===== config.mk =====
export PLATFORM = sky130hd
export DESIGN_NAME = swc_sleep_ctrl
export DESIGN_NICKNAME = d
export VERILOG_FILES = /design/src/swc_pkg.sv /design/src/swc_sleep_ctrl.sv
export VERILOG_INCLUDE_DIRS = /design/src
export SDC_FILE = /design/constraint.sdc
export NUM_CORES = 1
export LEC_CHECK = 0
export BUFFER_PORTS_ARGS = -buffer_cell sky130_fd_sc_hd__buf_2
export CAP_MARGIN = 20
export CORE_ASPECT_RATIO = 0.6
export CORE_MARGIN = 2
export CORE_UTILIZATION = 53
export CTS_CLUSTER_SIZE = 12
export DETAILED_ROUTE_END_ITERATION = 12
export GPL_TIMING_DRIVEN = 0
export PLACE_DENSITY_LB_ADDON = 0.3
export SKIP_LAST_GASP = 1
export SLEW_MARGIN = 20
export SYNTH_ARGS = -nofsm -noshare
export SYNTH_HDL_FRONTEND = slang
export SYNTH_SLANG_ARGS = --single-unit

===== constraint.sdc =====
create_clock -name clk_i -period 4.5 [get_ports clk_i]
set_input_delay 0.225 -clock clk_i [delete_from_list [all_inputs] [get_ports clk_i]]
set_output_delay 0.225 -clock clk_i [all_outputs]
set_load 0.005 [all_outputs]

===== src/swc_cfg.svh =====
// Offsets, field positions, reset values and timing counts of the sleep/wake controller
`ifndef SWC_CFG_SVH
`define SWC_CFG_SVH

// Register word indices; byte address is four times the index
`define SWC_OPTION_IDX 16'h0081
`define SWC_CONFIG_IDX 16'h2007
`define SWC_STATUS_IDX 16'h0090

// Reset value of the option register
`define SWC_OPTION_RST 8'hff

// Option register fields
`define SWC_OPT_PRESCALE_ASSIGN 3
`define SWC_OPT_PRESCALE_SEL_LO 0

// Configuration word fields
`define SWC_CFG_EXT_RESET_PIN_ENABLE 5
`define SWC_CFG_WATCHDOG_ENABLE 3
`define SWC_CFG_OSC_SELECT_HI 2

// Status register fields
`define SWC_ST_POWERDOWN_N 0
`define SWC_ST_TIMEOUT_N 1
`define SWC_ST_SLEEPING 2
`define SWC_ST_WDT_RESET 3

// Clock and instruction timing
`define SWC_CLK_HZ 25000000
`define SWC_TOSC_PER_TCY 4
`define SWC_OST_TOSC 1024

// Watchdog nominal period and its RC clock rate
`define SWC_WDT_PERIOD_US 18000
`define SWC_WDT_RC_HZ 31250

`endif


===== src/swc_pkg.sv =====
// Types shared by the sleep/wake controller
package swc_pkg;

    // Controller states, Gray coded along run-sleep-start-resume
    typedef enum logic [1:0] {
        SWC_RUN    = 2'b00,
        SWC_SLEEP  = 2'b01,
        SWC_START  = 2'b11,
        SWC_RESUME = 2'b10
    } swc_state_t;

    // Classic Wishbone request from the master
    typedef struct packed {
        logic        cyc;
        logic        stb;
        logic        we;
        logic [3:0]  sel;
        logic [15:0] adr;
        logic [31:0] dat;
    } swc_wb_req_t;

    // Classic Wishbone answer of the slave
    typedef struct packed {
        logic        ack;
        logic [31:0] dat;
    } swc_wb_rsp_t;

    // Interrupt sources: edge pin, port change, timer, peripheral
    typedef struct packed {
        logic [3:0] enable;
        logic [3:0] flag;
    } swc_irq_t;

    // Drive state of the six port pins
    typedef struct packed {
        logic [5:0] out;
        logic [5:0] oe;
    } swc_port_t;

endpackage


===== src/swc_sleep_ctrl.sv =====
// Sleep entry, wake-up, watchdog and power-state flags of a small controller
//
// Implementation choice: the Wishbone interface to the registers.
`timescale 1ns/10ps
`include "swc_cfg.svh"

module swc_sleep_ctrl (
    input wire logic clk_i,
    input wire logic rst_i,
    input wire swc_pkg::swc_wb_req_t wb_i,
    output swc_pkg::swc_wb_rsp_t wb_o,
    input wire logic [7:0] config_word_i,
    input wire logic ext_reset_pin_n_i,
    input wire logic wdt_rc_clk_i,
    input wire logic sleep_instr_i,
    input wire logic watchdog_clear_instr_i,
    input wire logic pc_change_i,
    input wire logic [12:0] pc_i,
    input wire swc_pkg::swc_irq_t irq_i,
    input wire logic global_irq_enable_i,
    input wire swc_pkg::swc_port_t port_i,
    output swc_pkg::swc_port_t port_o,
    output logic osc_run_o,
    output logic instr_cycle_en_o,
    output logic nop_cycle_o,
    output logic core_reset_o,
    output logic resume_o,
    output logic irq_vector_o,
    output logic [12:0] prefetch_addr_o,
    output logic powerdown_flag_n_o,
    output logic timeout_flag_n_o,
    output logic sleeping_o,
    output logic [7:0] option_o
);
    import swc_pkg::*;

    // Derived cycle counts
    localparam int OST_CYCLES = `SWC_OST_TOSC;
    localparam int WDT_TICKS = (`SWC_WDT_PERIOD_US * `SWC_WDT_RC_HZ) / 1000000;
    localparam int CFG_OSC_HI = `SWC_CFG_OSC_SELECT_HI;
    localparam int OPT_PS_LO = `SWC_OPT_PRESCALE_SEL_LO;

    swc_state_t state_q, state_d;
    logic [7:0] option_q;
    logic [7:0] config_q;
    logic pd_n_q;
    logic to_n_q;
    logic wdt_reset_seen_q;
    logic [1:0] phase_q;
    logic cyc_en;
    logic pc_chg_seen_q;
    logic nop_q;
    logic [12:0] prefetch_q;
    logic [10:0] ost_q;
    logic irq_wake_q;
    logic vec_pend_q;
    logic vec_q;
    logic resume_q;
    logic [5:0] hold_out_q;
    logic [5:0] hold_oe_q;
    logic ext_reset_pin_n_s1_q, ext_reset_pin_n_s2_q;
    logic rc_s1_q, rc_s2_q, rc_s3_q;
    logic rc_tick;
    logic [6:0] pre_q;
    logic [9:0] wdt_q;
    logic pre_out;
    logic wdt_tick;
    logic wdt_timeout;
    logic wdt_clear;
    logic wdt_enabled;
    logic ext_reset;
    logic irq_pending;
    logic sleep_entry;
    logic wake_wdt;
    logic wake_irq;
    logic crystal_mode;
    logic ack_q;
    logic [31:0] rdat_q;
    logic bus_req;
    logic [13:0] word_idx;
    logic [6:0] pre_ratio_m1;

    // Reset pin passes two flops before any use
    always_ff @(posedge clk_i) begin
        if (rst_i) begin
            ext_reset_pin_n_s1_q <= 1'b1;
            ext_reset_pin_n_s2_q <= 1'b1;
        end else begin
            ext_reset_pin_n_s1_q <= ext_reset_pin_n_i;
            ext_reset_pin_n_s2_q <= ext_reset_pin_n_s1_q;
        end
    end

    always_ff @(posedge clk_i) begin
        if (rst_i) begin
            rc_s1_q <= 1'b0;
            rc_s2_q <= 1'b0;
            rc_s3_q <= 1'b0;
        end else begin
            rc_s1_q <= wdt_rc_clk_i;
            rc_s2_q <= rc_s1_q;
            rc_s3_q <= rc_s2_q;
        end
    end

    // Rising edge of the synchronised RC clock
    assign rc_tick = rc_s2_q & ~rc_s3_q;

    // Configuration word reloaded every clock, held only in run at phase 0 while pd_n_q is low and to_n_q high
    always_ff @(posedge clk_i) begin
        if (rst_i) begin
            config_q <= 8'h00;
        end else if (state_q == SWC_RUN && phase_q == 2'd0 && !pd_n_q && to_n_q) begin
            config_q <= config_q;
        end else begin
            config_q <= config_word_i;
        end
    end

    // Decoded configuration and wake conditions
    assign wdt_enabled = config_q[`SWC_CFG_WATCHDOG_ENABLE];
    assign crystal_mode = (config_q[CFG_OSC_HI -: 3] < 3'd3);
    assign ext_reset = config_q[`SWC_CFG_EXT_RESET_PIN_ENABLE] & ~ext_reset_pin_n_s2_q;
    assign irq_pending = |(irq_i.enable & irq_i.flag);
    assign sleep_entry = (state_q == SWC_RUN) & sleep_instr_i & ~ext_reset;
    assign wake_wdt = (state_q == SWC_SLEEP) & wdt_timeout;
    // already pending source wakes at once
    assign wake_irq = (state_q == SWC_SLEEP) & irq_pending & ~wdt_timeout;

    always_ff @(posedge clk_i) begin
        if (rst_i || ext_reset) begin
            phase_q <= 2'd0;
        end else if (osc_run_o) begin
            phase_q <= phase_q + 2'd1;
        end
    end

    assign cyc_en = osc_run_o & (phase_q == 2'(`SWC_TOSC_PER_TCY - 1));

    // cycle after a PC change runs as NOP
    always_ff @(posedge clk_i) begin
        if (rst_i || ext_reset) begin
            pc_chg_seen_q <= 1'b0;
            nop_q <= 1'b0;
        end else if (cyc_en) begin
            nop_q <= pc_chg_seen_q | pc_change_i;
            pc_chg_seen_q <= 1'b0;
        end else if (pc_change_i) begin
            pc_chg_seen_q <= 1'b1;
        end
    end

    // Sleep controller next state
    always_comb begin
        state_d = state_q;
        case (state_q)
            SWC_RUN: begin
                if (sleep_entry) begin
                    state_d = SWC_SLEEP;
                end
            end
            SWC_SLEEP: begin
                if (wake_wdt || wake_irq) begin
                    state_d = crystal_mode ? SWC_START : SWC_RESUME;
                end
            end
            SWC_START: begin
                if (ost_q == 11'(OST_CYCLES - 1)) begin
                    state_d = SWC_RESUME;
                end
            end
            SWC_RESUME: begin
                state_d = SWC_RUN;
            end
            default: begin
                state_d = SWC_RUN;
            end
        endcase
    end

    // reset pin restarts the device in run
    always_ff @(posedge clk_i) begin
        if (rst_i || ext_reset) begin
            state_q <= SWC_RUN;
        end else begin
            state_q <= state_d;
        end
    end

    // Oscillator start-up counter
    always_ff @(posedge clk_i) begin
        if (rst_i || state_q != SWC_START) begin
            ost_q <= 11'd0;
        end else begin
            ost_q <= ost_q + 11'd1;
        end
    end

    assign osc_run_o = (state_q == SWC_RUN) | (state_q == SWC_RESUME);
    assign instr_cycle_en_o = cyc_en;
    assign sleeping_o = (state_q != SWC_RUN);
    assign nop_cycle_o = nop_q;

    // capture PC plus one at sleep
    always_ff @(posedge clk_i) begin
        if (rst_i) begin
            prefetch_q <= 13'h0000;
        end else if (sleep_entry) begin
            prefetch_q <= pc_i + 13'd1;
        end
    end

    assign prefetch_addr_o = prefetch_q;

    // Remember whether an interrupt ended sleep
    always_ff @(posedge clk_i) begin
        if (rst_i || ext_reset || sleep_entry) begin
            irq_wake_q <= 1'b0;
        end else if (wake_irq) begin
            irq_wake_q <= 1'b1;
        end
    end

    always_ff @(posedge clk_i) begin
        if (rst_i || ext_reset) begin
            resume_q <= 1'b0;
            vec_pend_q <= 1'b0;
            vec_q <= 1'b0;
        end else begin
            resume_q <= (state_q == SWC_RESUME);
            vec_q <= 1'b0;
            if (state_q == SWC_RESUME) begin
                vec_pend_q <= irq_wake_q & global_irq_enable_i;
            end else if (vec_pend_q && cyc_en) begin
                vec_pend_q <= 1'b0;
                vec_q <= 1'b1;
            end
        end
    end

    assign resume_o = resume_q;
    assign irq_vector_o = vec_q;

    always_ff @(posedge clk_i) begin
        if (rst_i) begin
            hold_out_q <= 6'h00;
            hold_oe_q <= 6'h00;
        end else if (state_q == SWC_RUN && !sleep_entry) begin
            hold_out_q <= port_i.out;
            hold_oe_q <= port_i.oe;
        end
    end

    assign port_o.out = hold_out_q;
    assign port_o.oe = hold_oe_q;

    // clear on clear instruction and sleep
    assign wdt_clear = watchdog_clear_instr_i | sleep_entry | wake_irq | wake_wdt | ext_reset;

    assign pre_ratio_m1 = option_q[`SWC_OPT_PRESCALE_ASSIGN]
        ? 7'((8'd1 << option_q[OPT_PS_LO +: 3]) - 8'd1) : 7'd0;
    assign pre_out = rc_tick & (pre_q == pre_ratio_m1);

    // Prescaler counter on synchronised ticks
    always_ff @(posedge clk_i) begin
        if (rst_i || wdt_clear || !wdt_enabled) begin
            pre_q <= 7'd0;
        end else if (pre_out) begin
            pre_q <= 7'd0;
        end else if (rc_tick) begin
            pre_q <= pre_q + 7'd1;
        end
    end

    always_ff @(posedge clk_i) begin
        if (rst_i || wdt_clear || !wdt_enabled) begin
            wdt_q <= 10'd0;
        end else if (wdt_timeout) begin
            wdt_q <= 10'd0;
        end else if (pre_out) begin
            wdt_q <= wdt_q + 10'd1;
        end
    end

    assign wdt_tick = pre_out & (wdt_q == 10'(WDT_TICKS - 1));
    assign wdt_timeout = wdt_enabled & wdt_tick;

    // reset stays internal to the device
    always_ff @(posedge clk_i) begin
        if (rst_i) begin
            core_reset_o <= 1'b1;
        end else begin
            core_reset_o <= ext_reset | (wdt_timeout & (state_q == SWC_RUN));
        end
    end

    // Sticky record of a watchdog reset, cleared by a status write
    always_ff @(posedge clk_i) begin
        if (rst_i) begin
            wdt_reset_seen_q <= 1'b0;
        end else if (wdt_timeout && state_q == SWC_RUN) begin
            wdt_reset_seen_q <= 1'b1;
        end else if (bus_req && wb_i.we && wb_i.sel[0] &&
                     word_idx == 14'(`SWC_STATUS_IDX) &&
                     wb_i.dat[`SWC_ST_WDT_RESET]) begin
            wdt_reset_seen_q <= 1'b0;
        end
    end

    always_ff @(posedge clk_i) begin
        if (rst_i) begin
            pd_n_q <= 1'b1;
        end else if (sleep_entry) begin
            pd_n_q <= 1'b0;
        end else if (watchdog_clear_instr_i && state_q == SWC_RUN) begin
            pd_n_q <= 1'b1;
        end
    end

    always_ff @(posedge clk_i) begin
        if (rst_i) begin
            to_n_q <= 1'b1;
        end else if (wdt_timeout) begin
            to_n_q <= 1'b0;
        end else if (sleep_entry || watchdog_clear_instr_i) begin
            to_n_q <= 1'b1;
        end
    end

    assign powerdown_flag_n_o = pd_n_q;
    assign timeout_flag_n_o = to_n_q;

    // Wishbone request decode
    assign bus_req = wb_i.cyc & wb_i.stb & ~ack_q;
    assign word_idx = wb_i.adr[15:2];

    // Option register, byte lane 0; pin reset restores it
    always_ff @(posedge clk_i) begin
        if (rst_i || ext_reset) begin
            option_q <= `SWC_OPTION_RST;
        end else if (bus_req && wb_i.we && wb_i.sel[0] &&
                     word_idx == 14'(`SWC_OPTION_IDX)) begin
            option_q <= wb_i.dat[7:0];
        end
    end

    assign option_o = option_q;

    // Single-wait acknowledge and read data
    always_ff @(posedge clk_i) begin
        if (rst_i) begin
            ack_q <= 1'b0;
            rdat_q <= 32'h0000_0000;
        end else begin
            ack_q <= bus_req;
            rdat_q <= 32'h0000_0000;
            if (bus_req && !wb_i.we) begin
                case (word_idx)
                    14'(`SWC_OPTION_IDX): rdat_q <= {24'h00_0000, option_q};
                    14'(`SWC_CONFIG_IDX): rdat_q <= {24'h00_0000, config_q};
                    14'(`SWC_STATUS_IDX): begin
                        rdat_q <= {28'h000_0000, wdt_reset_seen_q, sleeping_o,
                                   to_n_q, pd_n_q};
                    end
                    default: rdat_q <= 32'h0000_0000;
                endcase
            end
        end
    end

    assign wb_o.ack = ack_q;
    assign wb_o.dat = rdat_q;

endmodule


; ---- Yosys cells after proc, flatten, opt, wreduce, memory -nomap -nowiden
; Index checks and enable logic that the tools add are counted.
[word_totals]
reg_bits = 121
in_bits = 104
word_cells = 132
[op_classes]
n_addsub = 6
n_lt_le_gt_ge = 1
eq_ne = 14
n_shift = 1
muxes = 16
bitwise = 29
reduce_logical = 38
[op_table]
columns = operator, n
row1 = $eq A14 B8 Y1 const B, 2
row2 = $pmux W8 S3, 1
row3 = $and A1 B1 Y1, 15
row4 = $eq A14 B14 Y1 const B, 1
row5 = $add A13 B1 Y13 const B, 1
row6 = $logic_and A1 B1 Y1, 13
row7 = $add A11 B1 Y11 const B, 1
row8 = $eq A11 B10 Y1 const B, 1
row9 = $add A10 B1 Y10 const B, 1
row10 = $eq A10 B10 Y1 const B, 1
row11 = $mux W1, 10
row12 = $reduce_bool A2 Y1, 5
row13 = $reduce_or A2 Y1, 5
row14 = $pmux W2 S4, 1
row15 = $add A7 B1 Y7 const B, 1
row16 = $eq A7 B7 Y1, 1
row17 = $logic_or A1 B1 Y1, 7
row18 = $mux W7, 1
row19 = $or A1 B1 Y1, 7
row20 = $shl A1 B3 Y7 const A, 1
row21 = $sub A7 B1 Y7 const B, 1
row22 = $eq A2 B2 Y1 const B, 3
row23 = $mux W2, 3
row24 = $ne A2 B2 Y1 const B, 3
row25 = other kinds (10), 19

; ---- Longest topological paths before layout
[depth]
depth_word = 15
depth_mapped = 11
ltp_nobuf = 9

; ---- Worst setup path after synthesis
; OpenSTA, ideal clock, no wires.
[synth_timing]
path_kind = reg-to-reg
startpoint = reg option_q[1], in the netlist option_o[1]
endpoint = reg wdt_q[2]
setup_time_ps = 70
arrival_time_ps = 2960
required_time_ps = 4430
path_slack_ps = 1470
stages_incl_launch_ff = 11
n_path_buf = 2
synth_period_minus_slack_ps = 3030
cell_sequence = dfxtp_1 buf_2 or3_1 ha_1 or3_4 a21oi_2 o211ai_1 or4_4 buf_6 or4b_1 a21oi_1
[synth_between]
elab_chain_len = 15
elab_cells_between_ends = 16
classes_between = 1 x add/sub / 1 x eq/ne / 1 x shift / 1 x mux / 9 x bitwise / 3 x reduce/logical
[synth_lines]
columns = item, line
row1 = start: declaration, swc_sleep_ctrl.sv:44  ; logic [7:0] option_q;
row2 = start signal: assignment, swc_sleep_ctrl.sv:340  ; option_q <= `SWC_OPTION_RST;
row3 = start signal: assignment, swc_sleep_ctrl.sv:343  ; option_q <= wb_i.dat[7:0];
row4 = $shl A1 B3 Y7 (*), swc_sleep_ctrl.sv:261  ; ? 7'((8'd1 << option_q[OPT_PS_LO +: 3]) - 8'd1) : 7'd0;
row5 = $sub A7 B1 Y7 (*), swc_sleep_ctrl.sv:261
row6 = $mux W7 (*), swc_sleep_ctrl.sv:260  ; assign pre_ratio_m1 = option_q[`SWC_OPT_PRESCALE_ASSIGN]
row7 = $eq A7 B7 Y1 (*), swc_sleep_ctrl.sv:262  ; assign pre_out = rc_tick & (pre_q == pre_ratio_m1);
row8 = $and A1 B1 Y1 (*), swc_sleep_ctrl.sv:262
row9 = $and A1 B1 Y1, swc_sleep_ctrl.sv:285  ; assign wdt_tick = pre_out & (wdt_q == 10'(WDT_TICKS - 1));
row10 = $and A1 B1 Y1, swc_sleep_ctrl.sv:286  ; assign wdt_timeout = wdt_enabled & wdt_tick;
row11 = $not A1 Y1, swc_sleep_ctrl.sv:128  ; assign wake_irq = (state_q == SWC_SLEEP) & irq_pending & ~wdt_timeout;
row12 = $and A1 B1 Y1, swc_sleep_ctrl.sv:128
row13 = $or A1 B1 Y1 (3 in a row), swc_sleep_ctrl.sv:258  ; assign wdt_clear = watchdog_clear_instr_i | sleep_entry | wake_irq | wake_wdt | ext_reset;
row14 = $logic_or A1 B1 Y1 (2 in a row), swc_sleep_ctrl.sv:276  ; if (rst_i || wdt_clear || !wdt_enabled) begin
row15 = $reduce_or A2 Y1 (no source line), n/a
row16 = end signal: assignment, swc_sleep_ctrl.sv:281  ; wdt_q <= wdt_q + 10'd1;
row17 = end: declaration, swc_sleep_ctrl.sv:65  ; logic [9:0] wdt_q;
; Every way passes the cells marked *; elsewhere a longest branch is shown, timed or not.
; A chain may end at the register's enable or synchronous reset.

; ---- Worst setup path after layout
[layout_timing]
startpoint = reg option_q[2], in the netlist option_o[2]
endpoint = reg wdt_q[2]
; Same word-level chain as after synthesis.

==> summary.md <==
| Metric | Value |
|---|---|
| CTS max path bufs | 2 |
| Clock latency at the later pin of the worst-skew pair | 350 ps |
| CORE AREA | 8460 um2 |
| Clk sinks | 97 |
| Ranking of synthesized cells by area | dfxtp_1 (42%), mux2i_1 (7.0%), nor2_1 (6.2%) |
| Top_reg_cell synth | dfxtp_1 |
| Worst-path maximum fanout | 10 |
| Post-CTS setup buffer count | 0 |
| Startpoint types | flip-flop |
| Power Dens Cells | 338 nW/um2 |
| Drt drc | 0 |
| Number of buffers created by CTS | 9 |
| Switching fraction of total power | 25.2% |
| Io pins | 179 |
| Post-Layout Cell Count | 797 |
| Max VDD drop | 0.206 mV |
| Slew headroom | 29.0% |
| Max-Cap Viols | 0 |
| Ant diodes | 0 |
| Routed vias | 4,248 |
| Int Power | 1440 uW |
| Multi-input logic area | 2380 um2 |
| Fin Setup TNS | 0 ps |
| Post-synth top cells | dfxtp_1 (97), nor2_1 (75), nand2_1 (39) |
| Fraction of registers with async set/reset | 0% |
| Reg clk slew, reported paths | 70 ps |
| Routed Antenna Nets | 0 |
| Worst clock skew | 7.46 ps |
| Storage cell area | 1940 um2 |
| PostCTS Resize Cnt | 0 |
| Wire per inst | 14.5 um |
| Mean area per synthesized cell | 8.76 um2 |
| Final setup violation count | 0 |
| Antenna violations before repair | 0 |
| Remaining global-route overflow | 0 |
| Final Hold Vio Count | 0 |
| Final period util | 73.0% |
| Mapped cell area | 4570 um2 |
| Seq/Total Area, Yosys | 42.5% |
| Vias in the first global route | 4,022 |
| Chip Height | 76.0 um |
| HPWL Detailed | 8870 um |
| Leakage Power | 0.00249 uW |
| GP Congestion | 0.908 |
| Core Rows | 26 |
| Fin worst setup slack | 1210 ps |
| Root Buffer | clkbuf_16 |
| Seq pwr share | 47.9% |
| Total chip power | 1930 uW |
| Final Max Slew Viols | 0 |
| First-pass GRT wire length | 18,500 um |
| Largest net degree at the start of global routing | 17 |
| Worst hold-check path type | primary input to flip-flop |
| Sw power | 487 uW |
| Min Tclk post-route | 3290 ps |
| Yosys Warn Count | 0 |
| Initial Util | 54.1% |
| Final Core Density | 67.6% |
| WS Path Type | flip-flop to flip-flop |
| Post-synth EDFFs | 0 |
| Wirelength, routed | 11,600 um |
| Fraction of layout cells with a size suffix above 1 | 27.0% |
| Most frequent cell after synthesis | dfxtp_1 |
| Nets | 792 |
| CP Capture Type | flip-flop |
| Starting DRT DRC Count | 362 |
| Dpl cells | 781 |
| Placement Setup Slack | 1240 ps |
| Post-synthesis register bit count | 97 |
| Fmax | 0.304 GHz |
| Top cell type's share of synthesized area | 42.5% |
| Via/cell ratio | 5.33 |
| GRT Total Usage | 24.9% |
| WP data required | 4780 ps |
| Share of total power in the clock network | 39.8% |
| Unique masters post-synth | 59 |
| Logic gate share of total power | 12.3% |
| Layout Area Growth over Synthesis | 25.0% |
| CTS Hold Bufs | 0 |
| CTS tree | built |
| Die area | 9410 um2 |
| RSZ-0062 raised after global routing | no |
| Chip width | 124 um |
| Filler cell count | 743 |
| CP arrival | 3560 ps |
| Status | completed |
| Port bufs | 124 |
| H-tree Lvls | 3 |
| Synth area leader | dfxtp_1 |
| Post-Syn Instances | 522 |
| First-pass DRT Iterations | 5 |
| Worst slew pin tran | 1060 ps |
worst paths after layout:
path | depth (start not counted) | from | slack, ps | end
worst min-delay path | 2 | ext_reset_pin_n_i | 50 | ext_reset_pin_n_s1_q
worst min register to register | 1 | ext_reset_pin_n_s1_q | 410 | ext_reset_pin_n_s2_q
worst max register to register | 10 | option_o[2] | 1210 | wdt_q[2]
worst max-delay path | 10 | option_o[2] | 1210 | wdt_q[2]
power by group through the flow:
stage / Clock [uW] / Sequential (uW) / Combinational [uW]
floorplan: 0 / 941 / 140
detailed placement: 0 / 944 / 236
CTS: 777 / 925 / 237
finish: 768 / 925 / 239
global placement: 0 / 942 / 228
global route: 814 / 929 / 266
final cells by class:
type                       instances  share of cell area [%]
clock inverter                     7                    1.23
inverter                           9                   0.591
multi-input combinational        389                    41.7
timing repair buffer             124                    10.9
sequential                        97                    34.0
clock buffer                       9                    3.94
tap                              112                    2.45
buffer                            50                    5.25
kinds of logic after synthesis:
group | Yosys count | share of synthesized area, %
AOI/OAI and AO/OA | 87 | 12.5
xor gates and xnor gates | 26 | 4.98
adders and majority gates | 8 | 2.19
buffers and inverters | 59 | 7.30
DFF | 97 | 42.5
muxes | 32 | 7.00
other | 1 | 0.0820
and+or+nand+nor | 212 | 23.4
critical path, stage by stage, from the launching register on:
cell and delay, ps:
dfxtp_1 380, buf_2 210, or3_1 320, ha_1 290
or3_4 360, a21oi_2 130, o211ai_1 140, or4_4 600
buf_6 170, or4b_1 460, a21oi_1 140
per-stage QoR:
stage          hold WS, ps  cell area [um2]
3_5_place_dp           395             5420
5_1_grt               43.3             5720
3_3_place_gp           394             5420
4_1_cts               44.4             5720
2_1_floorplan          321             4660
6_report              50.6             5720
registers in the layout, indices dropped and copies added, names as in the netlist, 7 cells and up:
name / cells
pre_q: 7
config_q: 8
wdt_q: 10
ost_q: 11
prefetch_addr_o: 13
rdat_q: 8
option_o: 8
layer usage:
metal / vias up / wire length (um) / global-route usage [%]
met5: - / 0 / 0
met3: 15 / 917 / 7.68
met1: 1963 / 5290 / 32.8
met2: 183 / 5230 / 39.3
li1: 2087 / - / -
met4: 0 / 153 / 7.42
placed cells by master (no fill, tap or decap), types with 4 or more instances in the layout:
master     Yosys  final
nand4_1        7      7
xor2_1        17     17
mux2i_1       32     32
a22oi_1        9      9
ha_1           8      8
dfxtp_1       97     97
nor3_1         7      7
and3_1         4      4
xnor2_1        9      9
conb_1         1     24
nand2_1       39     39
nor2_1        75     75
inv_1          9      9
nand3_1       18     18
a211oi_1      13     13
clkbuf_1      18     18
a22o_1         5      5
clkbuf_16      0      9
or2_2          7      7
buf_2          3    127
buf_4         25     25
or3_1         14     14
nand2b_1       8      8
o21ai_0       15     15
nor2b_1       11     11
a21oi_1       22     22
Note: power is estimated with default switching activity, not from simulation.
